--- src/verilog/tpm_defines.svh ---
// Constant names shared by the timer design files
// Summary of operation
// Each channel picks capture, compare or PWM
// One bit forces all channels center-aligned
// Prescaler divides by 1 to 128
// Clock source: none, bus, fixed, external
// Fixed clock synchronized before the prescaler
// External clock at most quarter bus rate
// 16-bit counter, free or modulo, up/down
// Modulo 0x0000 or 0xFFFF means free-running
// Reading the counter never disturbs counting
// Any counter write clears the counter
// Debug mode pauses all counting
// Runs in wait, idle in stop
// Capture edge copies counter, sets flag
// Capture edge rising, falling, both or none
// Compare match flags, then clears, sets, toggles
// Edge PWM period modulo plus one, polarity
// Edge PWM events at period end, duty
// Center PWM counts up then down
// Center match down activates, up deactivates
// Interrupt per channel plus terminal count
// Nothing enabled after reset, pins released
// External clock pin still allows software timer
// Pin released when select fields are zero
// Capture inputs synchronized, four-clock pulses seen
// Edge PWM high at zero, low on match
// Flags sticky, interrupt only when enabled
`ifndef TPM_DEFINES_SVH
`define TPM_DEFINES_SVH

`define TPM_CLK_NONE  2'h0
`define TPM_CLK_BUS   2'h1
`define TPM_CLK_FIXED 2'h2
`define TPM_CLK_EXT   2'h3

`define TPM_MS_CAPTURE 2'h0
`define TPM_MS_COMPARE 2'h1

`define TPM_ELS_OFF    2'h0
`define TPM_ELS_RISE   2'h1
`define TPM_ELS_FALL   2'h2
`define TPM_ELS_BOTH   2'h3
`define TPM_ELS_TOGGLE 2'h1
`define TPM_ELS_CLEAR  2'h2
`define TPM_ELS_SET    2'h3

`define TPM_CNT_ZERO 16'h0000
`define TPM_CNT_FULL 16'hFFFF
`define TPM_CNT_ONE  16'h0001
`define TPM_PRE_W    7
`define TPM_PRE_ONE  7'h01
`define TPM_PRE_ZERO 7'h00

`endif

--- src/verilog/tpm_pkg.sv ---
// Types shared by the timer design files
package tpm_pkg;

    typedef enum logic {
        DIR_UP   = 1'b0,
        DIR_DOWN = 1'b1
    } dir_t;

    typedef struct packed {
        logic        center;
        logic [1:0]  clk_src;
        logic [2:0]  prescale;
        logic [15:0] modulo;
        logic        tof_ie;
    } tmr_cfg_t;

    typedef struct packed {
        logic [1:0] mode;
        logic [1:0] els;
        logic       ie;
    } ch_cfg_t;

endpackage

--- src/verilog/timer_capture_compare_pwm.sv ---
// Timer with capture, compare, edge and center PWM channels
`timescale 1ns/100ps
`default_nettype none
`include "tpm_defines.svh"
module timer_capture_compare_pwm
    import tpm_pkg::*;
#(
    parameter int NCH = 2
) (
    // Clock and reset
    input  wire logic                  CLK,
    input  wire logic                  ARST_N,
    // Module configuration
    input  wire tmr_cfg_t              TMR_CFG,
    input  wire logic                  BACKGROUND_DEBUG_MODE,
    input  wire logic                  COUNTER_WRITE,
    input  wire logic                  TOF_CLEAR,
    // Channel configuration
    input  wire ch_cfg_t [NCH-1:0]     CH_CFG,
    input  wire logic [NCH-1:0][15:0]  CHANNEL_VALUE_IN,
    input  wire logic [NCH-1:0]        CHANNEL_VALUE_WRITE,
    input  wire logic [NCH-1:0]        CHANNEL_FLAG_CLEAR,
    // Clock pins
    input  wire logic                  FIXED_CLOCK,
    input  wire logic                  EXTERNAL_COUNT_CLOCK,
    // Channel pins
    input  wire logic [NCH-1:0]        TIMER_CHANNEL_PIN_IN,
    output logic      [NCH-1:0]        TIMER_CHANNEL_PIN_OUT,
    output logic      [NCH-1:0]        TIMER_CHANNEL_PIN_OE_N,
    // Status
    output logic      [15:0]           COUNTER_VALUE,
    output logic      [NCH-1:0][15:0]  CHANNEL_VALUE,
    output logic      [NCH-1:0]        CHANNEL_FLAG,
    output logic                       TOF_FLAG,
    output logic      [NCH-1:0]        CHANNEL_IRQ,
    output logic                       TOF_IRQ
);
    function automatic logic [`TPM_PRE_W-1:0] pre_mask(
        input logic [2:0] ps
    );
        pre_mask = `TPM_PRE_W'((`TPM_PRE_W+1)'(1) << ps) - `TPM_PRE_ONE;
    endfunction

    function automatic logic els_edge(
        input logic [1:0] els,
        input logic       rise,
        input logic       fall
    );
        case (els)
            `TPM_ELS_RISE: els_edge = rise;
            `TPM_ELS_FALL: els_edge = fall;
            `TPM_ELS_BOTH: els_edge = rise | fall;
            default:       els_edge = 1'b0;
        endcase
    endfunction

    // Reset release
    logic [1:0] rst_sync_r;
    logic       rst_n;

    always_ff @(posedge CLK or negedge ARST_N) begin
        if (!ARST_N) begin
            rst_sync_r <= 2'h0;
        end else begin
            rst_sync_r <= {rst_sync_r[0], 1'b1};
        end
    end
    assign rst_n = rst_sync_r[1];

    // Pin synchronizers and edge detect
    logic [NCH+1:0] pin_s;
    logic [NCH+1:0] pin_prev_r;
    logic [NCH+1:0] pin_rise;
    logic [NCH+1:0] pin_fall;

    tpm_sync2 #(.W(NCH+2)) u_sync (
        .clk   (CLK),
        .rst_n (rst_n),
        .d     ({EXTERNAL_COUNT_CLOCK, FIXED_CLOCK, TIMER_CHANNEL_PIN_IN}),
        .q     (pin_s)
    );

    always_ff @(posedge CLK or negedge rst_n) begin
        if (!rst_n) begin
            pin_prev_r <= '0;
        end else begin
            pin_prev_r <= pin_s;
        end
    end
    assign pin_rise = pin_s & ~pin_prev_r;
    assign pin_fall = ~pin_s & pin_prev_r;

    // Clock select and prescaler
    logic                  clk_on;
    logic                  src_tick;
    logic                  cnt_tick;
    logic [`TPM_PRE_W-1:0] pre_r;
    logic [`TPM_PRE_W-1:0] pre_nxt;

    assign clk_on = TMR_CFG.clk_src != `TPM_CLK_NONE;

    always_comb begin
        case (TMR_CFG.clk_src)
            `TPM_CLK_BUS:   src_tick = 1'b1;
            `TPM_CLK_FIXED: src_tick = pin_rise[NCH];
            `TPM_CLK_EXT:   src_tick = pin_rise[NCH+1];
            default:        src_tick = 1'b0;
        endcase
        cnt_tick = 1'b0;
        pre_nxt  = pre_r;
        if (COUNTER_WRITE) begin
            pre_nxt = `TPM_PRE_ZERO;
        end else if (src_tick && !BACKGROUND_DEBUG_MODE) begin
            pre_nxt  = pre_r + `TPM_PRE_ONE;
            cnt_tick = (pre_r & pre_mask(TMR_CFG.prescale))
                       == pre_mask(TMR_CFG.prescale);
        end
    end

    // Advances on each selected source tick outside debug mode; stop mode halts it by stopping CLK
    always_ff @(posedge CLK or negedge rst_n) begin
        if (!rst_n) begin
            pre_r <= `TPM_PRE_ZERO;
        end else begin
            pre_r <= pre_nxt;
        end
    end

    // Main counter
    logic [15:0] cnt_r;
    logic [15:0] cnt_nxt;
    logic [15:0] limit;
    dir_t        dir_r;
    dir_t        dir_nxt;
    logic        adv_r;
    logic        adv_nxt;
    logic        tof_r;
    logic        tof_nxt;
    logic        tof_evt;

    always_comb begin
        limit = (TMR_CFG.modulo == `TPM_CNT_ZERO
                 || TMR_CFG.modulo == `TPM_CNT_FULL)
                ? `TPM_CNT_FULL : TMR_CFG.modulo;
        cnt_nxt = cnt_r;
        dir_nxt = dir_r;
        adv_nxt = 1'b0;
        tof_evt = 1'b0;
        if (COUNTER_WRITE) begin
            cnt_nxt = `TPM_CNT_ZERO;
            dir_nxt = DIR_UP;
        end else if (cnt_tick) begin
            adv_nxt = 1'b1;
            if (!TMR_CFG.center) begin
                if (cnt_r >= limit) begin
                    cnt_nxt = `TPM_CNT_ZERO;
                    tof_evt = 1'b1;
                end else begin
                    cnt_nxt = cnt_r + `TPM_CNT_ONE;
                end
            end else if (dir_r == DIR_UP) begin
                if (cnt_r >= limit) begin
                    dir_nxt = DIR_DOWN;
                    cnt_nxt = cnt_r - `TPM_CNT_ONE;
                end else begin
                    cnt_nxt = cnt_r + `TPM_CNT_ONE;
                end
            end else if (cnt_r == `TPM_CNT_ZERO) begin
                dir_nxt = DIR_UP;
                cnt_nxt = `TPM_CNT_ONE;
                tof_evt = 1'b1;
            end else begin
                cnt_nxt = cnt_r - `TPM_CNT_ONE;
            end
        end
        tof_nxt = tof_evt | (tof_r & ~TOF_CLEAR);
    end

    always_ff @(posedge CLK or negedge rst_n) begin
        if (!rst_n) begin
            cnt_r <= `TPM_CNT_ZERO;
            dir_r <= DIR_UP;
            adv_r <= 1'b0;
            tof_r <= 1'b0;
        end else begin
            cnt_r <= cnt_nxt;
            dir_r <= dir_nxt;
            adv_r <= adv_nxt;
            tof_r <= tof_nxt;
        end
    end

    assign COUNTER_VALUE = cnt_r;
    assign TOF_FLAG      = tof_r;
    assign TOF_IRQ       = tof_r & TMR_CFG.tof_ie;

    // Channels
    genvar gi;
    generate
        for (gi = 0; gi < NCH; gi++) begin : g_ch
            ch_cfg_t     cfg;
            logic        cap_mode;
            logic        cmp_mode;
            logic        edge_aligned_pwm_mode;
            logic        match;
            logic        cap_evt;
            logic        active;
            logic [15:0] val_r;
            logic [15:0] val_nxt;
            logic        flag_r;
            logic        flag_nxt;
            logic        out_r;
            logic        out_nxt;

            assign cfg = CH_CFG[gi];

            always_comb begin
                cap_mode  = !TMR_CFG.center && cfg.mode == `TPM_MS_CAPTURE
                            && clk_on;
                cmp_mode  = !TMR_CFG.center && cfg.mode == `TPM_MS_COMPARE;
                edge_aligned_pwm_mode = !TMR_CFG.center && cfg.mode[1];
                match     = adv_r && cnt_r == val_r && clk_on;
                cap_evt   = cap_mode
                            && els_edge(cfg.els, pin_rise[gi],
                                        pin_fall[gi]);
                active    = ~cfg.els[0];
                val_nxt   = val_r;
                if (cap_evt) begin
                    val_nxt = cnt_r;
                end else if (CHANNEL_VALUE_WRITE[gi]) begin
                    val_nxt = CHANNEL_VALUE_IN[gi];
                end
                out_nxt = out_r;
                if (TMR_CFG.center) begin
                    if (match) begin
                        out_nxt = (dir_r == DIR_DOWN) ? active
                                                      : ~active;
                    end
                end else if (edge_aligned_pwm_mode) begin
                    if (match) begin
                        out_nxt = ~active;
                    end else if (adv_r && cnt_r == `TPM_CNT_ZERO) begin
                        out_nxt = active;
                    end
                end else if (cmp_mode && match) begin
                    case (cfg.els)
                        `TPM_ELS_TOGGLE: out_nxt = ~out_r;
                        `TPM_ELS_CLEAR:  out_nxt = 1'b0;
                        `TPM_ELS_SET:    out_nxt = 1'b1;
                        default:         out_nxt = out_r;
                    endcase
                end
                flag_nxt = cap_evt
                           | (match && !cap_mode)
                           | (flag_r & ~CHANNEL_FLAG_CLEAR[gi]);
            end

            always_ff @(posedge CLK or negedge rst_n) begin
                if (!rst_n) begin
                    val_r  <= `TPM_CNT_ZERO;
                    flag_r <= 1'b0;
                    out_r  <= 1'b0;
                end else begin
                    val_r  <= val_nxt;
                    flag_r <= flag_nxt;
                    out_r  <= out_nxt;
                end
            end

            assign CHANNEL_VALUE[gi]         = val_r;
            assign CHANNEL_FLAG[gi]          = flag_r;
            assign CHANNEL_IRQ[gi]           = flag_r & cfg.ie;
            assign TIMER_CHANNEL_PIN_OUT[gi] = out_r;
            assign TIMER_CHANNEL_PIN_OE_N[gi] =
                ~(clk_on && cfg.els != `TPM_ELS_OFF
                  && (TMR_CFG.center
                      || cfg.mode != `TPM_MS_CAPTURE));

        end
    endgenerate
endmodule
`default_nettype wire

--- src/verilog/tpm_sync2.sv ---
// Two-stage synchronizer for asynchronous levels
`timescale 1ns/100ps
`default_nettype none
module tpm_sync2 #(
    parameter int W = 1
) (
    // Clock and reset
    input  wire logic         clk,
    input  wire logic         rst_n,
    // Levels
    input  wire logic [W-1:0] d,
    output logic      [W-1:0] q
);
    logic [W-1:0] meta_r;

    always_ff @(posedge clk or negedge rst_n) begin
        if (!rst_n) begin
            meta_r <= '0;
            q      <= '0;
        end else begin
            meta_r <= d;
            q      <= meta_r;
        end
    end
endmodule
`default_nettype wire
--- config.mk ---
export PLATFORM = sky130hd
export DESIGN_NAME = timer_capture_compare_pwm
export DESIGN_NICKNAME = d
export VERILOG_FILES = /design/src/verilog/tpm_pkg.sv /design/src/verilog/timer_capture_compare_pwm.sv /design/src/verilog/tpm_sync2.sv
export VERILOG_INCLUDE_DIRS = /design/src /design/src/verilog
export SDC_FILE = /design/constraint.sdc
export NUM_CORES = 1
export LEC_CHECK = 0
export BUFFER_PORTS_ARGS = -buffer_cell sky130_fd_sc_hd__buf_2
export CAP_MARGIN = 20
export CELL_PAD_IN_SITES_DETAIL_PLACEMENT = 0
export CELL_PAD_IN_SITES_GLOBAL_PLACEMENT = 2
export CORE_AREA = 4 4 128 130
export CTS_BUF_LIST = sky130_fd_sc_hd__clkbuf_2
export DETAILED_ROUTE_END_ITERATION = 16
export DIE_AREA = 0 0 132 134
export MAX_ROUTING_LAYER = met4
export PLACE_DENSITY = 0.9
export SKIP_LAST_GASP = 1
export SLEW_MARGIN = 20
export SYNTH_ARGS = -nofsm -noshare
export SYNTH_HDL_FRONTEND = slang
export SYNTH_SLANG_ARGS = --single-unit
--- constraint.sdc ---
create_clock -name CLK -period 7.1 [get_ports CLK]
set_clock_uncertainty 0.1 [all_clocks]
set_input_delay 0.355 -clock CLK [delete_from_list [all_inputs] [get_ports CLK]]
set_output_delay 0.355 -clock CLK [all_outputs]
set_load 0.005 [all_outputs]
==> results.cfg <==
[outcome]
status = completed

[sta]
worstMarginPinSlew_ns = 0.684
grt_setup_unrepaired = no
fin_crit_sh_pct = 49.0
finalMaxSlewViolations = 0
final_setup_slack_of_the_worst_path_ns = 3.62
setup_viol = 0
final.setup.tns_ns = 0
final_critical_delay_including_setup_and_external_delays_ns = 3.48
finalHoldViolations = 0
max_clock_freq_mhz = 288
slew_headroom_pct = 54.4

[global_routing]
globalRouteTotalUtil_pct = 18.2
antenna_found_initial = 0
grt_first_pass_wirelength_mm = 25.4
grt_start_max_net_pins = 75
first_global_vias = 4974
gr-total-overflow = 0

[route]
via_per_inst = 5.40
postRouteAntennaNets = 0
initialDrtViolationCount = 325
number_of_drc_violations_after_detailed_routing = 0
dr.pass1.iters = 6
drt-wirelength-per-cell_um = 17.2
wl_mm = 15.9
vias = 4980

[setup_path]
required_time_of_the_worst_setup_path_ns = 7.46
crit_path_cell_trace = buf_2 > nand4_1 > or4_1 > nand2_1 > nor2_1 > ha_1 > a21oi_1 > o21ai_1 > o31ai_1 > a31oi_1 > nand3_2 > o41ai_1 > o22a_1
crit_fanout = 22
crit_type = in -> reg
peak_per_stage_delay_on_the_critical_path_ns = 0.53
library_cell_contributing_the_largest_single_delay_on_the_critical_path = sky130_fd_sc_hd__or4_1
worst_setup_path_end_kind = register
critical_path.startpoint_type = primary input
worst_path_arrival_time_ns = 3.84

[cts]
insertion_delay_ns = 0.52
cts.htree.levels = 3
max-clock-path-buffers = 2
cts_tree = done
clock_sink_count = 76
number_of_buffers_added_for_setup_after_cts = 0
cts-root-buf = sky130_fd_sc_hd__clkbuf_2
clkTransAtPathRegs_ns = 0.21
cts_buffers = 9

[floorplanning]
i_o_pins = 136
die_outline_area_sq_um = 17700
dieHeight_um = 134
die_w_um = 132
floorplan.initialDensity_pct = 34.4
core_area_sq_um = 15100
placement_rows = 45

[layout]
layout.cells.most_common = sky130_fd_sc_hd__buf_2
area_delta_synth_final_pct = 22.5
ff_latch_area_sq_um = 1910
multi_input_comb_area_sq_um = 3060
antennaDiodeCount = 0
final_core_utilization_pct = 42.2
fraction_of_layout_instances_using_a_drive_strength_above_1_pct = 23.1
final_net_count = 832
layout.filler_cells = 1489
layout.cells.most_common_list = 135 x sky130_fd_sc_hd__buf_2, 75 x sky130_fd_sc_hd__dfrtp_1, 60 x sky130_fd_sc_hd__nand2_1

[logic_synthesis]
ys_warn_count = 0
yosys_most_used_dff = sky130_fd_sc_hd__dfrtp_1
yosys.cell_types.count = 63
synth_seq_area_share_pct = 36.5
synthesis.area_sq_um = 5210
synth_edf_count = 0
nets_in_the_synthesized_netlist = 692
synthesis.instances = 590
asyncSetResetFlopFracSynth_pct = 100
post_synthesis_sequential_element_count = 76
synth.avg_cell_area_sq_um = 8.83

[power]
power_density_nw_per_um2 = 136
leakagePower_nw = 2.93
vdd_drop_max_uv = 97.4

[placement]
dp_worst_setup_slack_ns = 3.10
placement.io_buffers = 135
gp_routability_congestion = 0.880
hpwlAfterDp_mm = 11.9

[hold_path]
worst_hold_path_type = in -> reg

[flow_run]
cap_viol_max_count = 0
cell families (layout without fill, tap and decap cells):
kind of cell,after synthesis,after routing,share of synthesized area [%]
xor+xnor,47,47,7.90
simple gates,217,217,22.0
compound gates,125,125,15.3
buf+inv,62,207,5.09
flops,76,76,36.5
other cells,1,1,0.0719
mux,38,38,7.32
fa+ha+maj,24,24,5.76
synthesized netlist by cell type, types with 4 or more instances:
master | number | area (sq um)
sky130_fd_sc_hd__o22a_1 | 8 | 70.1
sky130_fd_sc_hd__xor2_1 | 13 | 114
sky130_fd_sc_hd__buf_1 | 5 | 18.8
sky130_fd_sc_hd__o22ai_1 | 8 | 50.1
sky130_fd_sc_hd__buf_4 | 5 | 37.5
sky130_fd_sc_hd__or3_1 | 8 | 50.1
sky130_fd_sc_hd__xnor2_1 | 34 | 298
sky130_fd_sc_hd__nor2b_1 | 14 | 87.6
sky130_fd_sc_hd__o21a_1 | 5 | 37.5
sky130_fd_sc_hd__nand2b_1 | 6 | 37.5
sky130_fd_sc_hd__nor3_1 | 18 | 90.1
sky130_fd_sc_hd__nand4_1 | 17 | 106
sky130_fd_sc_hd__nor3b_1 | 4 | 30.0
sky130_fd_sc_hd__o21ai_0 | 47 | 235
sky130_fd_sc_hd__mux2i_1 | 37 | 370
sky130_fd_sc_hd__dfrtp_1 | 76 | 1900
sky130_fd_sc_hd__buf_2 | 5 | 25.0
sky130_fd_sc_hd__inv_1 | 21 | 78.8
sky130_fd_sc_hd__a21oi_1 | 20 | 100
sky130_fd_sc_hd__a31oi_1 | 5 | 31.3
sky130_fd_sc_hd__nor4_1 | 7 | 43.8
sky130_fd_sc_hd__nor2_1 | 38 | 143
sky130_fd_sc_hd__and2_1 | 4 | 25.0
sky130_fd_sc_hd__clkbuf_1 | 25 | 93.8
sky130_fd_sc_hd__nand2_1 | 60 | 225
sky130_fd_sc_hd__ha_1 | 24 | 300
sky130_fd_sc_hd__o211ai_1 | 5 | 37.5
sky130_fd_sc_hd__nand3_1 | 11 | 55.1
sky130_fd_sc_hd__and3_1 | 5 | 31.3
critical path, delay by kind of cell:
kind | cells | cell delay [ns]
adders and majority gates | 1 | 0.30
buffers and inverters | 1 | 0.11
AOI/OAI and AO/OA | 6 | 1.57
and+or+nand+nor | 5 | 1.51
layout make-up:
class,instances,area share (%)
clock buffer,10,0.784
clock inverter,6,0.490
inverter,21,1.23
multi-input combinational,452,47.9
sequential,76,29.8
tap,188,3.68
timing repair buffer,170,16.1
layer usage:
metal	vias up	routed length [um]	track usage (%)
met1	2436	7300	23.0
met5	-	0	-
met3	20	663	3.23
li1	2381	-	-
met4	0	235	4.67
met2	143	7690	30.4
report_power, final:
| group | switching (mW) | total [mW] | internal (mW) |
|---|---|---|---|
| Clock | 0.153 | 0.196 | 0.0433 |
| Combinational | 0.0851 | 0.179 | 0.0935 |
| Sequential | 0.0341 | 0.495 | 0.461 |
| Total | 0.272 | 0.869 | 0.597 |
final timing paths:
check	start	end	slack (ns)	depth (start not counted)
worst max-delay path	TMR_CFG[11]	COUNTER_VALUE[11]	3.62	13
worst min-delay path	CHANNEL_VALUE_IN[13]	g_ch[0].val_r[13]	0.03	3
worst max register to register	COUNTER_VALUE[0]	COUNTER_VALUE[6]	3.66	9
worst min register to register	rst_sync_r[1]	g_ch[0].flag_r	0.19	0
max in group asynchronous	rst_sync_r[1]	g_ch[1].out_r	6.11	1
min in group asynchronous	rst_sync_r[1]	g_ch[0].flag_r	0.19	0
stage by stage:
stage | cells | hold WS, ns | power [mW] | area (sq um)
after floorplan | 590 | -0.0406 | 0.589 | 5210
after global placement | 876 | 0.0407 | 0.664 | 5980
after detailed placement | 876 | 0.0433 | 0.668 | 5980
after CTS | 919 | 0.000738 | 0.879 | 6330
after global routing | 923 | 0.00282 | 0.927 | 6390
final | 923 | 0.0326 | 0.869 | 6390
repair_timing:
item | 4_1_cts | 5_1_grt
hold buffers | 27 | 3
resized for setup | 0 | 0
hold endpoints to repair | 28 | 3
state kept, by name, indices dropped and copies added, names as in the netlist, 2 cells and up:
name	cells
COUNTER_VALUE	16
g_ch.flag_r	2
g_ch.out_r	2
g_ch.val_r	32
pin_prev_r	4
pre_r	7
rst_sync_r	2
u_sync.meta_r	4
u_sync.q	4
Note: power is estimated with default switching activity, not from simulation.
